## src/common/dgo_params.svh

```systemverilog
`ifndef DGO_PARAMS_SVH
`define DGO_PARAMS_SVH

// ==========================================================
// register indices on the register port
`define DGO_IDX_DATA        2'h0
`define DGO_IDX_GAIN        2'h1
`define DGO_IDX_OFFSET      2'h2
`define DGO_IDX_STATUS      2'h3

// ==========================================================
// reset values
`define DGO_RST_DATA        16'h0000
`define DGO_RST_GAIN        16'h8000
`define DGO_RST_OFFSET      16'h0000

// ==========================================================
// status register fields
`define DGO_STAT_BUSY       0
`define DGO_STAT_CLAMP_HI   1
`define DGO_STAT_CLAMP_LO   2
`define DGO_STAT_VALID      3

// ==========================================================
// output span in microvolts (2.5 V)
`define DGO_FSR_UV          22'h2625A0
`define DGO_FSR_UV_W        22

`endif

```

## src/common/dgo_pkg.sv

```systemverilog
package dgo_pkg;

	// ==========================================================
	// types
	typedef logic [1:0] dgo_reg_idx_t;

	typedef enum logic [2:0]
	{
		DGO_IDLE = 3'b001,
		DGO_MULT = 3'b010,
		DGO_SUM  = 3'b100
	} dgo_state_t;

endpackage : dgo_pkg

```

## src/hdl/dgo_calibration.sv

```systemverilog
`timescale 1ns/10ps
`default_nettype none
`include "dgo_params.svh"

//
// Contract
// - The converter code is the input word times the gain factor plus the signed offset, in LSBs.
// - The gain trim means one half plus the code over two to the resolution, 0x8000 being unity.
// - The offset trim is a two's-complement number from 0x8000 up to 0x7FFF.
// - The code width is 16 or 14 bits and valid codes run from zero to two to that width minus one.
// - Input, gain and offset sit left justified in 16 bits and the 14-bit build drops the two LSBs.
// - The gain product is truncated, never rounded.
// - New trims take effect only when the input word is next written.
// - The output level is the code over two to the resolution times the 2.5 V span.
module dgo_calibration #(
	parameter int RES = 16
) (
	input  wire logic                      clk,                 // system clock
	input  wire logic                      rst,                 // async reset, high
	input  wire logic                      reg_wr,              // register write strobe
	input  wire logic                      reg_rd,              // register read strobe
	input  wire dgo_pkg::dgo_reg_idx_t     reg_idx,             // register index
	input  wire logic [15:0]               reg_wdata,           // write data
	output logic [15:0]                    reg_rdata,           // read data
	output logic                           reg_rvalid,          // read data valid pulse
	output logic [RES-1:0]                 conv_code,           // code to converter
	output logic                           code_load,           // new code pulse
	output logic                           busy,                // calibration running
	output logic [`DGO_FSR_UV_W-1:0]       analog_output_level  // output in microvolts
);
	import dgo_pkg::*;

	// ==========================================================
	// left-justified field extraction
	function automatic logic [RES-1:0] justify(input logic [15:0] v);
		return v[15 -: RES];
	endfunction : justify

	// ==========================================================
	// register file
	logic [15:0] input_word_r;
	logic [15:0] input_word_nxt;
	logic [15:0] slope_trim_r;
	logic [15:0] slope_trim_nxt;
	logic [15:0] zero_shift_r;
	logic [15:0] zero_shift_nxt;
	logic [15:0] reg_rdata_nxt;
	logic        reg_rvalid_nxt;
	logic        data_wr;
	logic [15:0] status_word;

	assign data_wr = reg_wr && (reg_idx == `DGO_IDX_DATA);

	always_comb
	begin
		input_word_nxt = input_word_r;
		slope_trim_nxt = slope_trim_r;
		zero_shift_nxt = zero_shift_r;
		if (reg_wr)
		begin
			unique case (reg_idx)
				`DGO_IDX_DATA:   input_word_nxt = reg_wdata;
				`DGO_IDX_GAIN:   slope_trim_nxt = reg_wdata;
				`DGO_IDX_OFFSET: zero_shift_nxt = reg_wdata;
				`DGO_IDX_STATUS: input_word_nxt = input_word_r;
			endcase
		end
		reg_rvalid_nxt = reg_rd;
		reg_rdata_nxt  = reg_rdata;
		if (reg_rd)
		begin
			unique case (reg_idx)
				`DGO_IDX_DATA:   reg_rdata_nxt = input_word_r;
				`DGO_IDX_GAIN:   reg_rdata_nxt = slope_trim_r;
				`DGO_IDX_OFFSET: reg_rdata_nxt = zero_shift_r;
				`DGO_IDX_STATUS: reg_rdata_nxt = status_word;
			endcase
		end
	end

	always_ff @(posedge clk or posedge rst)
	begin
		if (rst)
		begin
			input_word_r <= `DGO_RST_DATA;
			slope_trim_r <= `DGO_RST_GAIN;
			zero_shift_r <= `DGO_RST_OFFSET;
			reg_rdata    <= 16'h0000;
			reg_rvalid   <= 1'b0;
		end
		else
		begin
			input_word_r <= input_word_nxt;
			slope_trim_r <= slope_trim_nxt;
			zero_shift_r <= zero_shift_nxt;
			reg_rdata    <= reg_rdata_nxt;
			reg_rvalid   <= reg_rvalid_nxt;
		end
	end

	// ==========================================================
	// multiply stage
	logic           mult_done;
	logic [RES:0]   product;

	dgo_slope_mult #(
		.RES       (RES)
	) u_mult (
		.clk       (clk),
		.rst       (rst),
		.start     (data_wr),
		.data_in   (justify(reg_wdata)),
		.gain_in   (justify(slope_trim_r)),
		.done_r    (mult_done),
		.product_r (product)
	);

	// ==========================================================
	// sequencing, offset add, clamp
	dgo_state_t             state_r;
	dgo_state_t             state_nxt;
	logic [RES-1:0]         shift_snap_r;
	logic [RES-1:0]         shift_snap_nxt;
	logic [RES-1:0]         conv_code_nxt;
	logic                   code_load_nxt;
	logic                   clamp_hi_r;
	logic                   clamp_hi_nxt;
	logic                   clamp_lo_r;
	logic                   clamp_lo_nxt;
	logic                   loaded_r;
	logic                   loaded_nxt;
	logic signed [RES+1:0]  sum;
	logic [RES+`DGO_FSR_UV_W-1:0] level_full;
	logic [`DGO_FSR_UV_W-1:0]     level_nxt;

	always_comb
	begin
		state_nxt      = state_r;
		shift_snap_nxt = shift_snap_r;
		conv_code_nxt  = conv_code;
		code_load_nxt  = 1'b0;
		clamp_hi_nxt   = clamp_hi_r;
		clamp_lo_nxt   = clamp_lo_r;
		loaded_nxt     = loaded_r;
		sum            = $signed({1'b0, product})
		               + $signed({{2{shift_snap_r[RES-1]}}, shift_snap_r});
		unique case (state_r)
			DGO_IDLE:
			begin
				state_nxt = DGO_IDLE;
			end
			DGO_MULT:
			begin
				if (mult_done)
				begin
					state_nxt = DGO_SUM;
				end
			end
			DGO_SUM:
			begin
				state_nxt     = DGO_IDLE;
				code_load_nxt = 1'b1;
				loaded_nxt    = 1'b1;
				clamp_hi_nxt  = 1'b0;
				clamp_lo_nxt  = 1'b0;
				if (sum < 0)
				begin
					conv_code_nxt = '0;
					clamp_lo_nxt  = 1'b1;
				end
				else if (sum[RES])
				begin
					conv_code_nxt = '1;
					clamp_hi_nxt  = 1'b1;
				end
				else
				begin
					conv_code_nxt = sum[RES-1:0];
				end
			end
		endcase
		// a data write restarts the pipeline with the trims of that moment
		// and drops a result that was about to load
		if (data_wr)
		begin
			state_nxt      = DGO_MULT;
			shift_snap_nxt = justify(zero_shift_r);
			code_load_nxt  = 1'b0;
			conv_code_nxt  = conv_code;
			clamp_hi_nxt   = clamp_hi_r;
			clamp_lo_nxt   = clamp_lo_r;
			loaded_nxt     = loaded_r;
		end
		level_full = (RES+`DGO_FSR_UV_W)'(conv_code_nxt)
		           * (RES+`DGO_FSR_UV_W)'(`DGO_FSR_UV);
		level_nxt  = level_full[RES+`DGO_FSR_UV_W-1:RES];
	end

	always_ff @(posedge clk or posedge rst)
	begin
		if (rst)
		begin
			state_r             <= DGO_IDLE;
			shift_snap_r        <= '0;
			conv_code           <= '0;
			code_load           <= 1'b0;
			clamp_hi_r          <= 1'b0;
			clamp_lo_r          <= 1'b0;
			loaded_r            <= 1'b0;
			busy                <= 1'b0;
			analog_output_level <= '0;
		end
		else
		begin
			state_r             <= state_nxt;
			shift_snap_r        <= shift_snap_nxt;
			conv_code           <= conv_code_nxt;
			code_load           <= code_load_nxt;
			clamp_hi_r          <= clamp_hi_nxt;
			clamp_lo_r          <= clamp_lo_nxt;
			loaded_r            <= loaded_nxt;
			busy                <= (state_nxt != DGO_IDLE);
			analog_output_level <= level_nxt;
		end
	end

	// ==========================================================
	// status word
	always_comb
	begin
		status_word                     = 16'h0000;
		status_word[`DGO_STAT_BUSY]     = busy;
		status_word[`DGO_STAT_CLAMP_HI] = clamp_hi_r;
		status_word[`DGO_STAT_CLAMP_LO] = clamp_lo_r;
		status_word[`DGO_STAT_VALID]    = loaded_r;
	end

endmodule : dgo_calibration

`default_nettype wire

```

## src/hdl/dgo_slope_mult.sv

```systemverilog
`timescale 1ns/10ps
`default_nettype none

module dgo_slope_mult #(
	parameter int RES = 16
) (
	input  wire logic           clk,       // system clock
	input  wire logic           rst,       // async reset, high
	input  wire logic           start,     // begin one multiply
	input  wire logic [RES-1:0] data_in,   // justified input word
	input  wire logic [RES-1:0] gain_in,   // justified gain trim
	output logic                done_r,    // product ready pulse
	output logic [RES:0]        product_r  // truncated product
);

	// ==========================================================
	// gain factor = 1/2 + gain/2^RES, scaled by 2^RES
	logic [RES:0]     factor;
	logic [2*RES:0]   full;
	logic             done_nxt;
	logic [RES:0]     product_nxt;

	always_comb
	begin
		factor      = (RES+1)'(1 << (RES-1)) + {1'b0, gain_in};
		full        = (2*RES+1)'(data_in) * (2*RES+1)'(factor);
		done_nxt    = start;
		product_nxt = product_r;
		if (start)
		begin
			product_nxt = full[2*RES:RES];
		end
	end

	always_ff @(posedge clk or posedge rst)
	begin
		if (rst)
		begin
			done_r    <= 1'b0;
			product_r <= '0;
		end
		else
		begin
			done_r    <= done_nxt;
			product_r <= product_nxt;
		end
	end

endmodule : dgo_slope_mult

`default_nettype wire

```

## config.mk

```make
export PLATFORM = sky130hd
export DESIGN_NAME = dgo_calibration
export DESIGN_NICKNAME = d
export VERILOG_FILES = /design/src/common/dgo_pkg.sv /design/src/hdl/dgo_calibration.sv /design/src/hdl/dgo_slope_mult.sv
export VERILOG_INCLUDE_DIRS = /design/src /design/src/common
export SDC_FILE = /design/constraint.sdc
export NUM_CORES = 1
export LEC_CHECK = 0
export ABC_CLOCK_PERIOD_IN_PS = 11700
export CORE_ASPECT_RATIO = 1.4
export CORE_MARGIN = 2
export CORE_UTILIZATION = 60
export CTS_BUF_LIST = sky130_fd_sc_hd__clkbuf_8
export DETAILED_ROUTE_END_ITERATION = 12
export DONT_BUFFER_PORTS = 1
export PLACE_DENSITY = 0.88
export SYNTH_ARGS = -nofsm -noshare
export SYNTH_HDL_FRONTEND = slang
export SYNTH_SLANG_ARGS = --single-unit
```

## constraint.sdc

```tcl
create_clock -name clk -period 11.7 [get_ports clk]
set_input_delay 2.925 -clock clk [delete_from_list [all_inputs] [get_ports clk]]
set_output_delay 2.925 -clock clk [all_outputs]
set_load 0.1 [all_outputs]
```

* Word level (Yosys, flattened, before mapping)
Index checks and enable logic that the tools add are counted.
** Cells by class
- Order comparisons :: 1
- Add/subtract/negate cells :: 2
- Reduce and logical (&&, ||, !) cells :: 7
- Mux-type cells :: 13
- Equal/unequal tests :: 7
- Bitwise gates (word level) :: 1
- Multipliers :: 2
** Operators with widths (count)
- $mux W16 :: 4
- $pmux W16 S4 :: 1
- $mul A16 B17 Y33 :: 1
- $mul A16 B17 Y33 const B :: 1
- $add A18 B16 Y18 :: 1
- $lt A18 B1 Y1 const B :: 1
- $add A16 B16 Y17 const A :: 1
- $reduce_and A2 Y1 :: 4
- $mux W3 :: 2
- $pmux W3 S2 :: 1
- $mux W1 :: 5
- $eq A2 B2 Y1 const B :: 2
- $eq A3 B1 Y1 const B :: 1
- $eq A3 B2 Y1 const B :: 1
- $eq A3 B3 Y1 const B :: 1
- $ne A3 B1 Y1 const B :: 1
- $eq A2 B1 Y1 const B :: 1
- $logic_not A2 Y1 :: 1
- $reduce_or A2 Y1 :: 1
- $logic_and A1 B1 Y1 :: 1
- $not A1 Y1 :: 1
** Storage, ports and cells
- Word-level logic and storage cells :: 49
- Input bits :: 22
- Flip-flop bits (word level) :: 145
- Output and inout port bits :: 57

* Longest topological paths before layout
- Word-level depth :: 6
- Mapped depth :: 32
- Gate-level depth less buffers :: 32

* Cells and area by module
Synthesis repeated with hierarchy kept, for this count alone.
** Second synthesis, totals
- Cells, all modules :: 2089
- Area, all modules :: 19648.8 µm²
** By module, submodules not included
- dgo_calibration :: instances 1, area each 10049.6 µm², sequential area each 3180.6 µm², cells an instance 1000
- dgo_slope_mult :: instances 1, area each 9599.2 µm², sequential area each 450.4 µm², cells an instance 1089

* Least setup slack after synthesis
Ideal clock, no wire load.
- Path type :: input-to-reg
- Start :: input port reg_idx[1]
- End :: register analog_output_level[19]
- Setup slack :: 2429 ps
- Data arrival time :: 9148 ps
- Data required time :: 11577 ps
- Path buffers :: 3
- Cell stages on the path :: 31
- Library setup time :: 123 ps
- Cells stage by stage :: buf_6 -> or3b_1 -> buf_6 -> nand2_1 -> nor3_1 -> mux2i_1 -> nand3_1 -> clkbuf_1 -> o21ai_0 -> nand2_1 -> ha_1 -> inv_1 -> fa_1 -> inv_1 -> fa_1 -> inv_1 -> fa_1 -> inv_1 -> fa_1 -> fa_1 -> ha_1 -> a21o_1 -> a211o_1 -> a31o_2 -> o211ai_1 -> a21oi_1 -> o21ai_0 -> a21oi_2 -> nor2_1 -> o21ai_1 -> xnor2_1
** On the way
- Word-level cells in the longest chain between the ends :: 4
** Ends and longest elaborated chain
- start: declaration :: RTL line dgo_calibration.sv:22 : input wire dgo_pkg::dgo_reg_idx_t reg_idx,
- $logic_not A2 Y1
- $logic_and A1 B1 Y1 :: RTL line dgo_calibration.sv:52 : assign data_wr = reg_wr && (reg_idx == `DGO_IDX_DATA);
- $mux W16 :: RTL line dgo_calibration.sv:184 : if (data_wr)
- via conv_code_nxt[13] :: RTL line dgo_calibration.sv:124 : logic [RES-1:0] conv_code_nxt;
- $mul A16 B17 Y33 :: RTL line dgo_calibration.sv:194 : level_full = (RES+`DGO_FSR_UV_W)'(conv_code_nxt)
- via level_full[35] :: RTL line dgo_calibration.sv:133 : logic [RES+`DGO_FSR_UV_W-1:0] level_full;
- end signal: assignment :: RTL line dgo_calibration.sv:223 : analog_output_level <= level_nxt;
- end: declaration :: RTL line dgo_calibration.sv:29 : output logic [`DGO_FSR_UV_W-1:0] analog_output_level
The timed path passes the listed nets, and every way through them passes these cells.
A chain may end at the register's enable or synchronous reset.

* Final worst setup path
Same ends and word-level chain as after synthesis.

==> flow_results.org <==
** Global route
- Vias in the first global route :: 15,600
- First-pass GRT wire length :: 77,900 µm
- Summed over all layers, the global routing overflow is 0.
- Routing usage on met2 :: 54.6%
- Global routing used 31.6% of the available met1 tracks.
- Maximum number of pins on one net before global-route repair :: 82
- For met3 alone, demand over resource in global routing was 6.42%.
- Number of antenna violations at the first check in global routing :: 0
- Busiest grt layer :: met2
- Global router's overall resource usage :: 29.9%

** Critical path
- STA classifies the critical path startpoint as an input pin.
- Crit-path max cell delay :: 0.54 ns
- At the worst endpoint, the arrival time is 10.48 ns.
- Critical path class :: in -> reg
- Required arrival time at the worst endpoint :: 12.08 ns
- The largest individual stage delay along the critical path comes from the cell sky130_fd_sc_hd__nand2_1.
- Of all nets on the critical path, the largest fanout is 22.
- STA classifies the critical path endpoint as a flip-flop.

** Die
- The core region is 31,600 µm².
- The die is 216 µm tall.
- Total die area :: 33,600 µm²
- Count of standard-cell rows :: 77
- In this run the horizontal extent of the chip is 156 µm.
- For this design the top-level I/O count stands at 79.
- Effective utilization at floorplan :: 61.0%

** Cells and area
- Leaving out filler cells and counting taps, the final layout contains 2,390.
- Most frequent cells in the layout :: sky130_fd_sc_hd__inv_1, sky130_fd_sc_hd__nand2_1, sky130_fd_sc_hd__fa_1
- Counting the fill cells in the layout gives 2,383.
- Antenna diodes :: 0
- Leaving out fill and tap cells, the most frequent cell in the layout is sky130_fd_sc_hd__inv_1.
- Area growth from synthesis to layout :: 3.20%
- Share of final-layout standard cells stronger than drive strength 1 :: 5.26%
- For this run, the post-layout net count is 2,535.

** Clocking
- In this run the post-CTS setup repair buffer count came out at 0.
- The longest clock path from root to sink contains 2 buffers.
- After clock tree synthesis, the clock-pin slew on the worst setup and hold paths is 0.09 ns.
- Once the clock tree was built, the resizer swapped 0 gates to a different size.
- Number of buffers created by CTS :: 17
- Hold buffer count at CTS :: 0
- TritonCTS built the clock tree.
- Clock latency on the worst-skew pair :: 0.50 ns
- Clk Tree Root Cell :: sky130_fd_sc_hd__clkbuf_8
- Clock net sink count :: 145
- CTS built an H-tree with a depth of 4.

** STA
- Worst hold-check slack :: 0.452 ns
- Worst-margin pin slew :: 1.05 ns
- On the final layout, the worst clock skew is 0.0225 ns.
- Static timing analysis puts the maximum clock frequency at 99.0 MHz.
- Max-Slew Margin vs Limit :: 29.8%
- Number of max-slew violations in the final report :: 0
- Min Tclk post-route :: 10.10 ns
- Setup violators final :: 0
- For the final routed database, the setup TNS stands at 0 ns.
- The hold violation total from the final report is 0.
- Setup repair after global routing missed its margin :: no
- Setup slack of the critical path after layout :: 1.60 ns
- Share of the clock period used by the worst path after layout :: 86.3%

** Place
- Worst slack at placement :: 1.19 ns
- In this run the tool buffered the top-level ports with 0 buffer cells.
- RePlAce Congestion :: 0.951
- Post-Place Cells :: 2,358
- Dpl hpwl :: 37,500 µm

** Routing
- Summing over every cut layer, the via total after detailed routing is 14,100.
- Initial DRC Count :: 837
- In the routed design, unresolved DRC markers number 0.
- The first detailed-routing pass took 5 iterations.
- Dividing the detail-routed wire length by the instance count gives 19.9 µm.
- Ratio of routed vias to standard cells :: 5.92
- Post-detailed-route count of antenna-violating nets :: 0
- The routed design has 47,600 µm of wire.

** Worst hold path
- Min-Delay Path Class :: reg -> reg

** Synth
- Counting every instance in the synthesized netlist gives 2,042.
- The number of different library cells used by synthesis comes to 66.
- Mapped Avg Cell Area :: 9.44 µm²
- Netlist area before placement :: 19,300 µm²
- Summed over all instances, the cell type with the most area after synthesis is sky130_fd_sc_hd__fa_1.
- Yosys warning total :: 0
- Number of flops mapped to enable cells by yosys :: 0
- Synth async-reset ratio :: 100%
- Synthesis-stage register bit count :: 145
- Cell types with the largest area share after synthesis :: sky130_fd_sc_hd__fa_1, sky130_fd_sc_hd__dfrtp_1, sky130_fd_sc_hd__ha_1, sky130_fd_sc_hd__inv_1, sky130_fd_sc_hd__nand2_1
- Sequential fraction of the synthesis area :: 18.8%
- Fraction of synthesized cell area taken by the top area cell type :: 28.2%
- The most used flip-flop cell after synthesis is sky130_fd_sc_hd__dfrtp_1.

** Job
- Count of max-cap constraint violations :: 0

** Run status
- The run finished with clean final reports.
-- final cells by class --
cell class	instances	area, µm²	share of cell area [%]
well taps	395	494	2.48
clock buffers	17	234	1.18
repair buffers	5	37.5	0.189
multi-input cells	1433	13900	69.8
clock inverters	15	185	0.930
inverters	380	1430	7.19
flip-flops and latches	145	3630	18.2
-- kinds of logic (layout without fill, tap and decap cells) --
logic type	count (synthesis)	after routing	share of synthesized area, %
AO/OA/AOI/OAI	242	242	7.87
XOR/XNOR	54	54	2.45
adder cells (fa/ha/maj)	531	531	45.0
buffers and inverters	467	417	9.21
flip-flops	145	145	18.8
multiplexers	57	57	3.48
other	1	4	0.0194
AND/OR/NAND/NOR	545	545	13.1
-- worst max-delay path: cells and delay by family --
| kind | cells | cell delay (ns) |
|---|---|---|
| adder cells (fa/ha/maj) | 7 | 2.81 |
| AO/OA/AOI/OAI | 11 | 2.40 |
| AND/OR/NAND/NOR | 4 | 1.65 |
| XOR/XNOR | 1 | 0.14 |
| buffers and inverters | 4 | 0.53 |
-- through the flow --
| stage | util [%] | instance area (µm²) |
|---|---|---|
| after global routing | 63.0 | 19900 |
| after detailed placement | 61.7 | 19500 |
| after floorplan | - | 19300 |
| after global placement | 61.7 | 19500 |
| final | 63.0 | 19900 |
| after CTS | 63.0 | 19900 |
-- state kept, by name (all words and copies together) (netlist names), 3 cells and up --
register,count
shift_snap_r,16
slope_trim_r,16
analog_output_level,22
input_word_r,16
u_mult.product_r,17
state_r,3
zero_shift_r,16
conv_code,16
reg_rdata,16
-- Yosys cell counts (all sizes together), types with 4 or more instances --
cell / n
or2: 8
ha: 259
a31oi: 5
buf: 6
nor3: 9
xor2: 22
nor2: 47
a211o: 4
nor2b: 5
a21oi: 88
o211ai: 5
and4: 6
o21ai: 53
fa: 272
nor4: 4
clkbuf: 81
mux2: 40
and3: 4
nand2: 315
a21o: 35
a22o: 5
xnor2: 32
and2: 101
dfrtp: 143
nand4: 7
o21a: 5
mux2i: 13
a211oi: 7
nand3: 11
inv: 379
o21bai: 9
nand2b: 21
mux4: 4
-- per-layer routing --
layer	vias to the layer above	part of all wire [%]
met5	-	0
met4	0	6.2
met3	203	7.3
met2	604	52
met1	7053	34
li1	6282	-
-- path summary, 6_finish.rpt --
check	endpoint	cells after the start	slack (ns)	start
max	analog_output_level[19]	27	1.60	reg_idx[1]
min	state_r[1]	1	0.45	u_mult.done_r
max reg2reg	analog_output_level[19]	30	3.11	u_mult.product_r[0]
min reg2reg	state_r[1]	1	0.45	u_mult.done_r
max in group asynchronous	shift_snap_r[13]	2	7.95	rst
min in group asynchronous	reg_rdata[7]	1	2.42	rst
Power is left out: the tool's default activity adds up to more than one toggle a clock period on the data nets, which glitch-free logic cannot reach.
